<file path="config.mk">
export PLATFORM = sky130hd
export DESIGN_NAME = perf_monitor_control_config
export DESIGN_NICKNAME = d
export VERILOG_FILES = /design/src/rtl/pmu_pkg.sv /design/src/rtl/perf_monitor_control_config.sv /design/src/rtl/cycle_counter_unit.sv
export VERILOG_INCLUDE_DIRS = /design/src /design/src/rtl
export SDC_FILE = /design/constraint.sdc
export NUM_CORES = 1
export LEC_CHECK = 0
export ABC_AREA = 1
export ABC_CLOCK_PERIOD_IN_PS = 5200
export BUFFER_PORTS_ARGS = -buffer_cell sky130_fd_sc_hd__buf_2
export CAP_MARGIN = 30
export CORE_MARGIN = 10
export CORE_UTILIZATION = 56
export DETAILED_ROUTE_END_ITERATION = 16
export GPL_TIMING_DRIVEN = 0
export HOLD_SLACK_MARGIN = 0.08
export PLACE_DENSITY = 0.86
export SLEW_MARGIN = 5
export SYNTH_ARGS = -nofsm -noshare
export SYNTH_HDL_FRONTEND = slang
export SYNTH_HIERARCHICAL = 1
export SYNTH_SLANG_ARGS = --single-unit
</file>
<file path="constraint.sdc">
create_clock -name core_clk -period 5.2 [get_ports core_clk]
set_input_delay 0 -clock core_clk [delete_from_list [all_inputs] [get_ports core_clk]]
set_output_delay 0 -clock core_clk [all_outputs]
set_load 0.02 [all_outputs]
</file>
<file path="src/rtl/pmu_defines.svh">
`ifndef PMU_DEFINES_SVH
`define PMU_DEFINES_SVH

// register offsets on the debug access port
`define OFF_CONFIGURATION 12'hE00
`define OFF_CONTROL       12'hE04

// control register field positions
`define CTRL_ENABLE        0
`define CTRL_EVENT_RESET   1
`define CTRL_CYCLE_RESET   2
`define CTRL_DIVIDER       3
`define CTRL_EXPORT        4
`define CTRL_PROHIBIT      5
`define CTRL_LONG_CYCLE    6

// control register reset values
`define RST_ENABLE         1'h0
`define RST_DIVIDER        1'h0
`define RST_EXPORT         1'h0
`define RST_PROHIBIT       1'h0
`define RST_LONG_CYCLE     1'h0

// implementation choices
`define EVENT_COUNTERS     5'h04
`define EL2_IMPLEMENTED    1'h1
`define EXPORT_IMPLEMENTED 1'h1

// configuration register fixed fields
`define CFG_GROUPS         4'h0
`define CFG_RESERVED       8'h00
`define CFG_USER_ENABLE    1'h0
`define CFG_WT             1'h0
`define CFG_NA             1'h0
`define CFG_PRESCALE       1'h1
`define CFG_DEDICATED      1'h1
`define CFG_SIZE           6'h3F

// cycle counter prescale: one count per 64 clocks
`define PRESCALE_LAST      6'h3F
`define LOW_WRAP           32'hFFFFFFFF

`endif

</file>
<file path="src/rtl/pmu_pkg.sv">
package pmu_pkg;
	typedef logic [31:0] word_t;
	typedef logic [63:0] count_t;
	// one-hot register select of the access port
	typedef enum logic [2:0] {
		SEL_NONE    = 3'h1,
		SEL_CONFIG  = 3'h2,
		SEL_CONTROL = 3'h4
	} reg_sel_t;
endpackage : pmu_pkg

</file>
<file path="src/rtl/perf_monitor_control_config.sv">
`timescale 1ns/1ps
`include "pmu_defines.svh"
// What this block does
// - control access errors when off or locked; read-only under software lock
// - control bits 6..0 are shared with the internal system register view
// - warm or cold reset loads reset values; debug reset leaves control alone
// - control bits 31..7 read zero, writes ignored; software uses read-modify-write
// - cycle overflow on bit 31 wrap, or bit 63 wrap in long mode
// - prohibit-disable stops cycle counting while low counters are prohibited
// - events exported only while export bit set and counting not prohibited
// - overflow requests ignore the export bit
// - enabled cycle counter counts every clock, or once per 64 with divider
// - long mode ignores the divider and counts every clock
// - writing one to cycle-reset clears the cycle counter; reads zero
// - cycle-reset suppresses the cycle overflow pulse of a wrap in the same cycle
// - writing one to event-reset zeroes event counters only; no overflow clear
// - hypervisor-reserved counters survive event-reset while access-disable is set
// - global enable off stops low counters and cycle counter; on defers to enables
// - partition limit is hypervisor limit, else counter count; upper counters unaffected
// - configuration fixed fields: zero features, cycle flag one, prescale one
// - export-supported flag reflects whether the export bit is writable
// - configuration size field reads all ones for 64-bit counters
// - configuration low byte reports event counters, at most 31
// - counter-number field returns hypervisor limit while access-disable is set
// - configuration read-only when powered and unlocked, otherwise error
module perf_monitor_control_config (
	// clock and reset
	input  wire logic                 core_clk,
	input  wire logic                 reset_n,
	// debug access port
	input  wire logic                 dbgReq,
	input  wire logic                 dbgWrite,
	input  wire logic [11:0]          dbgAddr,
	input  wire pmu_pkg::word_t       dbgWdata,
	output      logic                 dbgAck,
	output      logic                 dbgErr,
	output      pmu_pkg::word_t       dbgRdata,
	// access conditions from the core
	input  wire logic                 corePowered,
	input  wire logic                 doubleLock,
	input  wire logic                 osLock,
	input  wire logic                 softwareLock,
	input  wire logic                 externalPmuAccessDisable,
	// internal system register view
	input  wire logic                 sysWrite,
	input  wire logic [6:0]           sysWdata,
	output      logic [6:0]           internalMonitorControl,
	// counter steering
	input  wire logic [4:0]           hypervisorPartitionLimit,
	input  wire logic [3:0]           countEnableSet,
	input  wire logic                 cycleEnableSet,
	input  wire logic                 countingProhibited,
	input  wire logic [3:0]           eventsIn,
	output      logic [3:0]           eventEnable,
	output      logic [3:0]           eventReset,
	output      logic [3:0]           exportedEvents,
	// cycle counter
	output      pmu_pkg::count_t      cycleCounter,
	output      logic                 cycleOverflow
);
	import pmu_pkg::*;

	// control register state
	logic       enableBit;
	logic       dividerBit;
	logic       exportBit;
	logic       prohibitCycleDisable;
	logic       longCycleOverflow;

	// decode
	reg_sel_t   regSel;
	wire        accessAllowed;
	wire        refused;
	wire        extCtrlWrite;
	wire        ctrlWrite;
	wire [6:0]  writeBits;
	wire        cycleClear;
	wire        eventClear;
	wire [4:0]  partitionLimit;
	wire [7:0]  counterNumber;
	wire        cycleRun;
	word_t      controlValue;
	word_t      configValue;
	word_t      next_rdata;

	// one-hot select from the address; anything else is unmapped
	assign regSel = (dbgAddr == `OFF_CONFIGURATION) ? SEL_CONFIG :
	                (dbgAddr == `OFF_CONTROL)       ? SEL_CONTROL : SEL_NONE;

	// off, locked or disabled gives error
	assign accessAllowed = corePowered & ~doubleLock & ~osLock & ~externalPmuAccessDisable;
	assign refused = ~accessAllowed | (regSel == SEL_NONE);

	// software lock makes the control read-only
	assign extCtrlWrite = dbgReq & dbgWrite & (regSel == SEL_CONTROL) & accessAllowed & ~softwareLock;

	// both views write the same bits
	assign ctrlWrite = extCtrlWrite | sysWrite;
	// the debug port wins if both write in one cycle; the core can retry, the debugger cannot see it
	assign writeBits = extCtrlWrite ? dbgWdata[6:0] : sysWdata;

	// write-only strobes for the cycle counter and the event counters
	assign cycleClear = ctrlWrite & writeBits[`CTRL_CYCLE_RESET];
	assign eventClear = ctrlWrite & writeBits[`CTRL_EVENT_RESET];

	assign partitionLimit = `EL2_IMPLEMENTED ? hypervisorPartitionLimit : `EVENT_COUNTERS;

	// event counter count in the low byte
	// hypervisor limit while access-disable is set
	// access-disable also refuses every debug access, so this substitution is
	// invisible on this port today; it is kept for a path that bypasses the refusal
	assign counterNumber = (`EL2_IMPLEMENTED && externalPmuAccessDisable) ?
	                       {3'h0, hypervisorPartitionLimit} : {3'h0, `EVENT_COUNTERS};

	assign configValue = {`CFG_GROUPS, `CFG_RESERVED, `CFG_USER_ENABLE, `CFG_WT, `CFG_NA,
	                      `EXPORT_IMPLEMENTED, `CFG_PRESCALE, `CFG_DEDICATED, `CFG_SIZE, counterNumber};

	assign controlValue = {25'h0000000, longCycleOverflow, prohibitCycleDisable, exportBit,
	                       dividerBit, 1'b0, 1'b0, enableBit};

	// read data mux; writes and errors return zero
	assign next_rdata = (refused || dbgWrite)      ? 32'h00000000 :
	                    (regSel == SEL_CONFIG)     ? configValue  : controlValue;

	// global enable gates the cycle counter
	assign cycleRun = enableBit & cycleEnableSet & ~(prohibitCycleDisable & countingProhibited);

	// access answer one cycle after the request
	// every request is answered, so the agent never has to time out on a refused access
	always_ff @(posedge core_clk or negedge reset_n) begin
		if (!reset_n) begin
			dbgAck   <= 1'b0;
			dbgErr   <= 1'b0;
			dbgRdata <= 32'h00000000;
		end else begin
			dbgAck   <= dbgReq;
			dbgErr   <= dbgReq & refused;
			dbgRdata <= dbgReq ? next_rdata : 32'h00000000;
		end
	end

	// warm or cold reset values; no debug reset input reaches this register
	// the long-cycle bit has no defined warm value; zero keeps a fresh counter in short mode
	always_ff @(posedge core_clk or negedge reset_n) begin
		if (!reset_n) begin
			enableBit            <= `RST_ENABLE;
			dividerBit           <= `RST_DIVIDER;
			exportBit            <= `RST_EXPORT;
			prohibitCycleDisable <= `RST_PROHIBIT;
			longCycleOverflow    <= `RST_LONG_CYCLE;
		end else if (ctrlWrite) begin
			enableBit            <= writeBits[`CTRL_ENABLE];
			dividerBit           <= writeBits[`CTRL_DIVIDER];
			exportBit            <= writeBits[`CTRL_EXPORT] & `EXPORT_IMPLEMENTED;
			prohibitCycleDisable <= writeBits[`CTRL_PROHIBIT];
			longCycleOverflow    <= writeBits[`CTRL_LONG_CYCLE];
		end
	end

	// internal view of the shared bits
	assign internalMonitorControl = {longCycleOverflow, prohibitCycleDisable, exportBit,
	                                 dividerBit, 1'b0, 1'b0, enableBit};

	// per event counter: enable gating, reset strobe and export
	genvar i;
	generate
		for (i = 0; i < 4; i = i + 1) begin : g_event
			wire lowCounter;
			wire reserved;
			// counters at or above the limit ignore the global enable
			assign lowCounter = (5'(i) < partitionLimit);
			assign reserved   = `EL2_IMPLEMENTED & externalPmuAccessDisable & (5'(i) >= hypervisorPartitionLimit);

			always_ff @(posedge core_clk or negedge reset_n) begin
				if (!reset_n) begin
					eventEnable[i]    <= 1'b0;
					eventReset[i]     <= 1'b0;
					exportedEvents[i] <= 1'b0;
				end else begin
					eventEnable[i]    <= lowCounter ? (enableBit & countEnableSet[i]) : countEnableSet[i];
					eventReset[i]     <= eventClear & ~reserved;
					exportedEvents[i] <= exportBit & ~countingProhibited & eventsIn[i];
				end
			end
		end
	endgenerate

	// overflow is reported whatever the export bit says
	cycle_counter_unit u_cycle (
		.core_clk (core_clk),
		.reset_n  (reset_n),
		.run      (cycleRun),
		.divide   (dividerBit),
		.longMode (longCycleOverflow),
		.clear    (cycleClear),
		.count    (cycleCounter),
		.overflow (cycleOverflow)
	);

	// helper: what the previous read request addressed
	logic lastSelControl;
	logic lastSelConfig;
	always_ff @(posedge core_clk or negedge reset_n) begin
		if (!reset_n) begin
			lastSelControl <= 1'b0;
			lastSelConfig  <= 1'b0;
		end else begin
			lastSelControl <= dbgReq & ~dbgWrite & (regSel == SEL_CONTROL);
			lastSelConfig  <= dbgReq & ~dbgWrite & (regSel == SEL_CONFIG);
		end
	end
endmodule : perf_monitor_control_config

</file>
<file path="src/rtl/cycle_counter_unit.sv">
`timescale 1ns/1ps
`include "pmu_defines.svh"
module cycle_counter_unit (
	// clock and reset
	input  wire logic           core_clk,
	input  wire logic           reset_n,
	// steering
	input  wire logic           run,
	input  wire logic           divide,
	input  wire logic           longMode,
	input  wire logic           clear,
	// state
	output      pmu_pkg::count_t count,
	output      logic           overflow
);
	import pmu_pkg::*;

	logic [5:0] prescale;
	wire        divideEff;
	wire        tick;
	wire        wrapNow;

	assign divideEff = divide & ~longMode;
	// every clock or once per 64
	assign tick      = run & (~divideEff | (prescale == `PRESCALE_LAST));
	// overflow bit chosen by long mode
	assign wrapNow   = longMode ? (&count) : (count[31:0] == `LOW_WRAP);

	// prescaler only runs while dividing, so a stopped counter keeps its phase
	always_ff @(posedge core_clk or negedge reset_n) begin
		if (!reset_n) begin
			prescale <= 6'h00;
		end else if (run && divideEff) begin
			prescale <= prescale + 6'h01;
		end
	end

	always_ff @(posedge core_clk or negedge reset_n) begin
		if (!reset_n) begin
			count <= 64'h0000000000000000;
		end else if (clear) begin
			count <= 64'h0000000000000000;
		end else if (tick) begin
			count <= count + 64'h0000000000000001;
		end
	end

	// clearing wins over a wrap and drops the overflow report, which is only a pulse on wrap
	always_ff @(posedge core_clk or negedge reset_n) begin
		if (!reset_n) begin
			overflow <= 1'b0;
		end else begin
			overflow <= tick & ~clear & wrapNow;
		end
	end
endmodule : cycle_counter_unit

</file>
==> results of run 1 <==
[cell families (layout without fill, tap and decap cells)]
logic type,Yosys count,count (layout),synth area share
fa+ha+maj,2,2,0.00404
mux,1,1,0.00182
other cells,1,20,0.000605
simple gates,552,552,0.419
xor+xnor,6,6,0.00848
flops,98,98,0.396
compound gates,65,65,0.0579
buf+inv,135,355,0.112
[state kept, by name, summed over array words and instances (netlist names)]
register / flops
u_cycle/overflow: 1
dbgRdata: 8
dbgErr: 1
prohibitCycleDisable: 1
u_cycle/count: 64
dbgAck: 1
exportBit: 1
enableBit: 1
exportedEvents: 4
eventReset: 4
u_cycle/prescale: 6
longCycleOverflow: 1
dividerBit: 1
eventEnable: 4
[cell type report]
class	count	area share
Timing Repair Buffer	204	0.165
Clock buffer	10	0.0173
Sequential cell	98	0.308
Tap cell	140	0.0220
Inverter	89	0.0419
Multi-Input combinational cell	645	0.391
Antenna cell	1	0.000314
Buffer	46	0.0455
Clock inverter	6	0.00911
[worst max-delay path, stage by stage]
cell and delay, ns:
dlygate4sd3_1 0.53, buf_2 0.12, buf_6 0.14, nand2_4 0.07
nor2_4 0.12, nand2_4 0.07, nor2_8 0.16, nand3_4 0.10
dlygate4sd3_1 0.62, a21oi_1 0.25, dlygate4sd3_1 0.60
[placed cells by master, fill, tap and decap left out, types with 2 or more instances in the layout]
master,instances
nand2_1,218
nor2_1,170
buf_2,151
dfrtp_1,98
inv_1,85
nand3_1,60
dlygate4sd3_1,54
a21oi_1,38
buf_4,32
nand4_1,20
nor2_2,19
conb_1,19
nor2_4,18
o21ai_0,16
nor3_1,13
nand2_2,12
clkbuf_8,10
buf_6,5
inv_2,4
nor3b_2,4
xnor2_1,4
nand3_2,3
nor2_8,3
a21boi_0,3
buf_1,3
nand3b_1,2
nand4_2,2
nand2_4,2
clkbuf_1,2
a31oi_1,2
clkinv_4,2
inv_6,2
buf_12,2
nor3b_1,2
o21ai_2,2
xor2_1,2
and2_1,2
ha_1,2
[timing repair]
item | in CTS | in global routing
hold endpoints to repair | 126 | 0
hold buffers | 54 | 0
setup buffers | 0 | 0
[worst max path at each step]
stage / slack [ns] / end
3_3_place_gp: 3.04 / u_cycle/count[28]
5_1_grt: 2.62 / u_cycle/count[28]
4_1_cts: 2.98 / eventReset[0]
6_report: 2.74 / eventReset[3]
3_5_place_dp: 3.03 / u_cycle/count[28]
2_1_floorplan: 3.52 / u_cycle/count[48]
[metrics by stage]
stage          hold slack [ns]   util  setup slack (ns)  power [uW]  instances
2_1_floorplan           -0.296      -              3.52         939        878
3_3_place_gp             0.132  0.663              3.04        1010       1167
3_5_place_dp           -0.0395  0.666              3.03        1010       1168
4_1_cts                 0.0817  0.735              2.98        1570       1238
5_1_grt                  0.113  0.735              2.62        1640       1239
6_report                0.0984  0.735              2.74        1580       1239
[layer usage]
metal / up-vias / track usage / wire, um
met2: 357 / 0.450 / 10500
met5: - / 0 / 0
met1: 3029 / 0.311 / 8020
met4: 0 / 0.141 / 935
li1: 3140 / - / -
met3: 72 / 0.0651 / 2010
[power breakdown]
part           switching (uW)  total, uW  internal, uW
combinational             140        239          99.4
clock                     291        532           241
sequential               22.0        806           784
==> results by group, run 1 <==
Die
  – Starting density of the core: 0.572
  – Die Footprint: 15700 um^2
  – Core Region: 10800 um^2
  – I/O pins: 194
  – Die width: 125 um
  – Die Height: 125 um
  – Num rows: 38

Yosys
  – Synthesized area per cell: 7.21 um^2
  – Cell Area, Synth: 6200 um^2
  – Post-synth EDFFs: 0
  – Ys flop type: dfrtp_1
  – Synth cell types: 41
  – Async set-or-reset flop fraction in the synthesized netlist: 1.00
  – Most frequent cell after synthesis: nand2_1
  – Synthesis warning total: 6
  – Sequential share of the synthesized area: 0.396
  – Largest cells by area after synthesis: dfrtp_1 (40%), nand2_1 (13%), nor2_1 (10%), inv_1 (5.1%), nand3_1 (4.8%)
  – Yosys top cell by area: dfrtp_1
  – Syn Inst Count: 860
  – Top post-synthesis cells by count: nand2_1 (218), nor2_1 (170), dfrtp_1 (98)
  – #FFs+latches synth: 98
  – Share of the synthesized area in the top cell type: 0.396

Detailed routing
  – WL final: 21.4 mm
  – Vias per std cell: 5.33
  – Drc violations: 0
  – WL/cell: 17.3 um
  – Initial DRT Pass Iterations: 5
  – Vias after detailed routing: 6598
  – Initial detailed-routing violation count: 587
  – Antenna Violating Nets Remaining: 0

Final layout
  – Area of the multi-input gates: 3120 um^2
  – Layout cells sized above 1: 0.254
  – # nets final: 1171
  – Syn-to-layout area delta: 28.6%
  – Fillers: 840
  – Final instance area: 7970 um^2
  – Reg area: 2450 um^2

Setup path
  – Crit path kind: in2reg
  – WP data arrival: 2.77 ns
  – Worst Setup End Kind: flop
  – Worst-case reg-to-reg path depth: 7
  – Critical Path RT: 5.51 ns
  – Setup slack, reg-to-reg: 3.10 ns
  – FF-to-FF End: u_cycle/count[9]
  – CP startpoint kind: input port
  – Worst r2r src: enableBit
  – Crit path launch: dbgReq
  – CP max FO: 8

Outcome
  – Outcome: finished, final reports clean

Place
  – Placer Congestion: 0.965
  – Detail Placement HPWL: 15.0 mm
  – Post-DP Area: 7220 um^2
  – Port Buffers: 149

Timing
  – Setup-failing EPs final: 0
  – Least-Margin Pin Slew: 0.610 ns
  – Tcrit/Tclk final: 0.473
  – Pins Over Slew Limit: 0
  – Setup TNS: 0 ns
  – Final hold vios: 0
  – Clock period minus worst slack: 2.46 ns
  – Max Fclk: 0.406 GHz
  – RSZ-0062 raised after global routing: false
  – Slew Limit Headroom: 0.593
  – Final setup skew: 0.0113 ns

Clocking
  – CTS Buf Count: 9
  – CTS tree: done
  – Sink Count: 98
  – Clk_lat worst skew: 0.38 ns
  – Reg clk slew, reported paths: 0.10 ns
  – Clk buf depth: 2
  – Clk Tree Root Cell: clkbuf_8
  – CTS H-tree depth: 3
  – CTS resizes: 0

GRT
  – Number of global-route vias before repair: 6546
  – Largest net degree at the start of global routing: 70
  – First-pass GRT wire length: 34.5 mm
  – Gr ovfl total: 0
  – Tot GR Track Use: 0.268
  – Initial antenna violation count: 1

Worst hold path
  – Hold WC Path Type: in2async

Power
  – Leakage: 0.00411 uW
  – Peak VDD IR: 0.190 mV
  – PD cells: 198 nW/um^2

Job
  – Max-Cap Viols: 0
Power figures use the tool's default switching activity.
==> run 2, diff against run 1 <==
--- a/config.mk
+++ b/config.mk
@@ -7,15 +7,15 @@
 export NUM_CORES = 1
 export LEC_CHECK = 0
 export ABC_AREA = 1
-export ABC_CLOCK_PERIOD_IN_PS = 5200
+export ABC_CLOCK_PERIOD_IN_PS = 2200
 export BUFFER_PORTS_ARGS = -buffer_cell sky130_fd_sc_hd__buf_2
 export CAP_MARGIN = 30
 export CORE_MARGIN = 10
-export CORE_UTILIZATION = 56
+export CORE_UTILIZATION = 47
 export DETAILED_ROUTE_END_ITERATION = 16
 export GPL_TIMING_DRIVEN = 0
 export HOLD_SLACK_MARGIN = 0.08
-export PLACE_DENSITY = 0.86
+export PLACE_DENSITY = 0.77
 export SLEW_MARGIN = 5
 export SYNTH_ARGS = -nofsm -noshare
 export SYNTH_HDL_FRONTEND = slang
==> constraint.sdc (replaced) <==
create_clock -name core_clk -period 2.2 [get_ports core_clk]
set_input_delay 0 -clock core_clk [delete_from_list [all_inputs] [get_ports core_clk]]
set_output_delay 0 -clock core_clk [all_outputs]
set_load 0.02 [all_outputs]
==> run 2 against run 1 <==
Net effect:
- design area is 1.5% higher
- hold slack worse by 0.031 ns
- setup slack lost 2.6 ns
- critical path depth shrank 2
- routed wire length fell by 7.2%
- sequential share of layout area down 0.45 points
- register-to-register slack worse by 2.9 ns
- power grew to 2.7 times the previous value
- critical path type unchanged
- critical endpoint is now dbgRdata[0]
- highest routed layer unchanged
==> results by group, run 2 (synthesis gave the netlist of run 1 again) <==
Setup path
  – Worst-case reg-to-reg path depth: 6 (-1)
  – Crit path kind: in2reg
  – FF-to-FF End: dbgRdata[0]
  – Critical Path RT: 2.49 ns (-3.02 ns)
  – Worst Setup End Kind: flop
  – CP max FO: 6 (-2)
  – CP most frequent cell: dlygate4sd3_1
  – CP cell instances: buf_2 > dlygate4sd3_1 > nor2_4 > nand2_2 > nand2_1 > nand3_1 > dlygate4sd3_1 > nor2_1 > dlygate4sd3_1
  – Worst r2r src: enableBit
  – CP Buf/Inv Count: 4 (-1)
  – Max incr delay on CP: 0.59 ns (-0.03 ns)
  – CP top delay family: buffers and inverters
  – CP startpoint kind: input port
  – CP max-delay cell: dlygate4sd3_1
  – Setup slack, reg-to-reg: 0.20 ns (-2.90 ns)
  – WP data arrival: 2.34 ns (-0.43 ns)

Clocking
  – CTS Buf Count: 9 (unchanged)
  – CTS tree: done
  – CTS H-tree depth: 3 (unchanged)
  – Clk_lat worst skew: 0.36 ns (-0.02 ns)
  – Clk buf depth: 2 (unchanged)
  – Number of setup buffers added after CTS: 0 (unchanged)
  – Clk Tree Root Cell: clkbuf_16
  – Reg clk slew, reported paths: 0.07 ns (-0.03 ns)
  – Sink Count: 98 (unchanged)

Outcome
  – Outcome: finished, final reports clean

Detailed routing
  – Vias per std cell: 5.07 (-4.8%)
  – WL/cell: 15.7 um (-9.0%)
  – WL final: 19.9 mm (-7.2%)
  – Vias after detailed routing: 6401 (-3.0%)
  – Drc violations: 0 (unchanged)
  – Initial detailed-routing violation count: 598 (+1.9%)
  – Initial DRT Pass Iterations: 5 (unchanged)
  – Antenna Violating Nets Remaining: 0 (unchanged)

Timing
  – Final setup skew: 0.00905 ns (-0.00223 ns)
  – RSZ-0062 raised after global routing: false
  – Pins Over Slew Limit: 0 (unchanged)
  – Tcrit/Tclk final: 0.928
  – Final hold vios: 0 (unchanged)
  – Setup-failing EPs final: 0 (unchanged)
  – Setup TNS: 0 ns (unchanged)
  – Clock period minus worst slack: 2.04 ns
  – Slew Limit Headroom: 0.608 (+0.0146)
  – Max Fclk: 0.490 GHz
  – Least-Margin Pin Slew: 0.588 ns (-0.0220 ns)

Place
  – Detail Placement HPWL: 15.1 mm (+0.99%)
  – Placer Congestion: 0.989 (+2.5%)
  – Placed Cells: 1200 (+2.7%)
  – Port Buffers: 149 (unchanged)

Final layout
  – Most common cell after layout, fill and taps aside: nand2_1
  – Syn-to-layout area delta: 30.5%
  – Fillers: 1085 (+29%)
  – Max reg flops: 64 (unchanged)
  – Ant diodes: 0 (-1)
  – Final Util: 0.633 (-0.102)
  – Top reg by flops: u_cycle/count
  – Regs by FF count: u_cycle/count x64, dbgRdata x8, u_cycle/prescale x6
  – Layout cells sized above 1: 0.256 (+0.00163)
  – # nets final: 1165 (-0.51%)
  – Final cell count without fillers: 1263 (+1.9%)
  – Most frequent cells in the layout: nand2_1 (218), nor2_1 (170), buf_2 (151), dfrtp_1 (98), inv_1 (85)

Power
  – Peak VDD IR: 0.582 mV (+210%)
  – PD cells: 528 nW/um^2 (+170%)
  – Leakage: 0.00414 uW (+0.84%)
  – Pwr Total: 4270 uW (+170%)

Die
  – Num rows: 41 (+7.9%)
  – Die Height: 135 um (+7.7%)
  – I/O pins: 194 (unchanged)
  – Die Footprint: 18200 um^2 (+16%)
  – Die width: 135 um (+7.7%)
  – Core Region: 12800 um^2 (+18%)
  – Starting density of the core: 0.485 (-0.0865)

GRT
  – First-pass GRT wire length: 31.8 mm (-7.8%)
  – Initial antenna violation count: 0 (-1)
  – Tot GR Track Use: 0.217 (-0.0510)
  – Number of global-route vias before repair: 6281 (-4.0%)
  – Largest net degree at the start of global routing: 68 (-2.9%)
  – Gr ovfl total: 0 (unchanged)

Worst hold path
  – Hold WC Path Type: in2reg
  – Hold Path Sink: u_cycle/prescale[2]
  – WHS Path Cells: 4
  – Hold Crit Start: countingProhibited

Job
  – Max-Cap Viols: 0 (unchanged)
==> run 2: routing by layer <==
layer,up-vias,track usage,share of wire
li1,3126,-,-
met2,272,0.364,0.49
met4,0,0.0647,0.015
met1,2980,0.253,0.40
met5,-,0,0
met3,23,0.0805,0.10
==> run 2: how the worst max path moves through the flow <==
stage | slack [ns] | from | depth (start not counted) | endpoint
after global routing | 0.03 | dbgAddr[2] | 9 | dbgRdata[0]
final | 0.16 | dbgAddr[2] | 9 | dbgRdata[0]
after detailed placement | 0.03 | dbgAddr[5] | 13 | u_cycle/count[28]
after floorplan | 0.52 | u_cycle/count[1] | 10 | u_cycle/count[48]
after CTS | 0.15 | enableBit | 7 | u_cycle/count[9]
after global placement | 0.09 | dbgAddr[5] | 13 | u_cycle/count[28]
==> run 2: worst min-delay path, stage by stage <==
cell     delay [ns]
buf_2          0.11
a21oi_2        0.10
nand4_1        0.10
xnor2_1        0.06
==> run 2: through the flow <==
stage	hold WS (ns)	worst slack, ns	cell area [um^2]
final	0.0674	0.157	8090
after global routing	0.0877	0.0270	8090
after CTS	0.0812	0.153	8080
after detailed placement	-0.0359	0.0349	7260
after global placement	0.132	0.0928	7230
after floorplan	-0.296	0.524	6270
==> run 2: final cells by class <==
type,count,area [um^2],area share
Multi-Input combinational cell,645,3130,0.386
Sequential cell,98,2450,0.303
Timing Repair Buffer,198,1260,0.155
Buffer,46,363,0.0449
Inverter,89,334,0.0413
Clock buffer,10,239,0.0295
Tap cell,172,215,0.0266
Clock inverter,5,103,0.0127
==> run 2: power by group <==
part | internal [uW] | leakage (uW) | switching (uW)
Combinational | 233 | 0.00264 | 309
Clock | 1130 | 0.000165 | 695
Sequential | 1850 | 0.00134 | 46.1
Total | 3220 | 0.00414 | 1050
==> run 2: timing repair <==
action / 4_1_cts / 5_1_grt
endpoints found under the setup margin: 0 / 2
resized for setup: 0 / 2
hold buffers: 48 / 0
hold endpoints to repair: 125 / 0
==> run 3, diff against run 2 <==
--- a/config.mk
+++ b/config.mk
@@ -15,6 +15,7 @@
 export DETAILED_ROUTE_END_ITERATION = 16
 export GPL_TIMING_DRIVEN = 0
 export HOLD_SLACK_MARGIN = 0.08
+export MAX_ROUTING_LAYER = met4
 export PLACE_DENSITY = 0.77
 export SLEW_MARGIN = 5
 export SYNTH_ARGS = -nofsm -noshare
==> run 3 against run 2 <==
Net effect:
- fmax decreased by 0.24%
- critical path depth unchanged
- setup slack got worse by 0.0049 ns
- combinational power increased by 2%
- core utilization decreased by 0.27 points
- design area decreased by 0.43%
- routed wire length increased by 4.3%
- final cell count about the same
- critical endpoint unchanged
==> results by group, run 3 (synthesis gave the netlist of run 1 again) <==
Outcome
  – Outcome: finished, final reports clean

Clocking
  – Reg clk slew, reported paths: 0.07 ns (about the same)
  – Clk_lat worst skew: 0.36 ns (about the same)
  – CTS tree: done
  – Clk Tree Root Cell: clkbuf_16
  – CTS Buf Count: 9 (unchanged)
  – Sink Count: 98 (unchanged)
  – Number of setup buffers added after CTS: 0 (unchanged)
  – Clk buf depth: 2 (unchanged)
  – CTS H-tree depth: 3 (unchanged)

Detailed routing
  – WL/cell: 16.4 um (+4.2%)
  – WL final: 20.7 mm (+4.3%)
  – Initial DRT Pass Iterations: 5 (unchanged)
  – Vias after detailed routing: 6451 (+0.78%)
  – Initial detailed-routing violation count: 473 (-21%)
  – Vias per std cell: 5.10 (+0.70%)
  – Drc violations: 0 (unchanged)
  – Antenna Violating Nets Remaining: 0 (unchanged)

GRT
  – Gr ovfl total: 0 (unchanged)
  – Tot GR Track Use: 0.238 (+0.0208)
  – Largest net degree at the start of global routing: 56 (-18%)
  – First-pass GRT wire length: 33.6 mm (+5.5%)
  – Initial antenna violation count: 0 (unchanged)
  – Number of global-route vias before repair: 6489 (+3.3%)

Job
  – Max-Cap Viols: 0 (unchanged)

Setup path
  – Crit path kind: in2reg
  – CP most frequent cell: dlygate4sd3_1
  – CP cell instances: buf_2 > dlygate4sd3_1 > nor2_2 > nand2_2 > nand2_1 > nand3_1 > dlygate4sd3_1 > nor2_1 > dlygate4sd3_1
  – FF-to-FF End: dbgRdata[0]
  – Worst-case reg-to-reg path depth: 6 (unchanged)
  – Critical Path RT: 2.50 ns (about the same)
  – CP max FO: 6 (unchanged)
  – CP startpoint kind: input port
  – Max incr delay on CP: 0.58 ns (about the same)
  – Setup slack, reg-to-reg: 0.19 ns (about the same)
  – Worst Setup End Kind: flop
  – CP max-delay cell: dlygate4sd3_1
  – WP data arrival: 2.35 ns (about the same)
  – Worst r2r src: enableBit

Timing
  – Setup-failing EPs final: 0 (unchanged)
  – Least-Margin Pin Slew: 0.644 ns (+0.0559 ns)
  – Slew Limit Headroom: 0.571 (-0.0373)
  – Max Fclk: 0.488 GHz (-0.24%)
  – Final hold vios: 0 (unchanged)
  – Hold Worst Slack: 0.0888 ns (+0.0214 ns)
  – Clock period minus worst slack: 2.05 ns (+0.00487 ns)
  – Pins Over Slew Limit: 0 (unchanged)
  – Final setup skew: 0.0123 ns (+0.00322 ns)
  – Tcrit/Tclk final: 0.931 (+0.00221)
  – RSZ-0062 raised after global routing: false

Final layout
  – # nets final: 1165 (unchanged)
  – Ant diodes: 0 (unchanged)
  – Most common cell after layout, fill and taps aside: nand2_1
  – Syn-to-layout area delta: 29.9%
  – Max reg flops: 64 (unchanged)
  – Final Util: 0.630 (-0.00274)
  – Layout cells sized above 1: 0.256 (+0.000682)
  – Top reg by flops: u_cycle/count
  – Fillers: 1141 (+5.2%)
  – Regs by FF count: u_cycle/count x64, dbgRdata x8, u_cycle/prescale x6
  – Most frequent cells in the layout: nand2_1 (218), nor2_1 (170), buf_2 (151), dfrtp_1 (98), inv_1 (85)
  – Final cell count without fillers: 1264 (+0.079%)

Power
  – PD cells: 512 nW/um^2 (-2.9%)
  – Peak VDD IR: 0.438 mV (-25%)
  – Leakage: 0.00413 uW (-0.33%)

Die
  – Starting density of the core: 0.485 (unchanged)
  – Die width: 135 um (unchanged)
  – I/O pins: 194 (unchanged)
  – Die Footprint: 18200 um^2 (unchanged)
  – Core Region: 12800 um^2 (unchanged)
  – Die Height: 135 um (unchanged)
  – Num rows: 41 (unchanged)

Worst hold path
  – Hold Path Sink: u_cycle/prescale[2]
  – Hold WC Path Type: in2reg
  – WHS Path Cells: 4 (unchanged)
  – Hold Crit Start: countingProhibited

Place
  – Placed Cells: 1200 (unchanged)
  – Port Buffers: 149 (unchanged)
  – Placer Congestion: 0.953 (-3.7%)
  – Detail Placement HPWL: 15.5 mm (+2.5%)
## run 3: cell count changes in the layout (fill, tap and decap cells not counted)
| cell | change |
|---|---|
| bufinv_16 | -2 |
| clkinv_4 | +2 |
| nor2_4 | -1 |
| nor2_2 | +1 |
| inv_6 | +2 |
| clkinv_2 | -1 |
## run 3: how the worst max path moves through the flow
stage	startpoint	end	slack (ns)
after floorplan	u_cycle/count[1]	u_cycle/count[48]	0.52
after global placement	dbgAddr[5]	u_cycle/count[28]	-0.01
after detailed placement	dbgAddr[5]	u_cycle/count[28]	-0.04
after CTS	enableBit	u_cycle/count[9]	0.10
after global routing	dbgAddr[7]	u_cycle/count[28]	0.006
final	dbgAddr[2]	dbgRdata[0]	0.15
## run 3: cell type report
class                           instances  area, um^2  share of cell area
Timing Repair Buffer                  198        1260               0.156
Sequential cell                        98        2450               0.305
Clock buffer                           10         239              0.0297
Multi-Input combinational cell        645        3120               0.388
Buffer                                 46         363              0.0451
Tap cell                              172         215              0.0267
Inverter                               89         334              0.0415
Clock inverter                          6        72.6             0.00901
## run 3: through the flow
stage	power [uW]	instance area, um^2	setup WS (ns)	setup TNS (ns)
2_1_floorplan	2220	6270	0.524	0
3_3_place_gp	2390	7230	-0.0136	-0.0136
3_5_place_dp	2410	7260	-0.0434	-0.0510
4_1_cts	4120	8050	0.102	0
5_1_grt	4280	8050	0.00572	0
6_report	4130	8050	0.153	0
## run 3: where the power goes
| part | switching [uW] | internal [uW] |
|---|---|---|
| combinational | 318 | 233 |
| sequential | 47.6 | 1850 |
| clock | 749 | 925 |
| total | 1110 | 3010 |
## run 3: worst max-delay path, delay by kind of cell
kind,cells,cell delay (ns)
buffers and inverters,4,1.80
and+or+nand+nor,5,0.55
## run 3: repair_timing
| item | CTS | global route |
|---|---|---|
| hold endpoints to repair | 71 | 0 |
| gates resized for setup | 0 | 1 |
| hold buffers | 48 | 0 |
| setup endpoints to repair | 0 | 3 |
## run 3: routing by layer
layer	GRT usage	vias to the layer above	share of wire
li1	-	3129	-
met1	0.279	2997	0.41
met2	0.397	289	0.49
met3	0.0530	36	0.079
met4	0.0774	0	0.022
met5	-	-	0
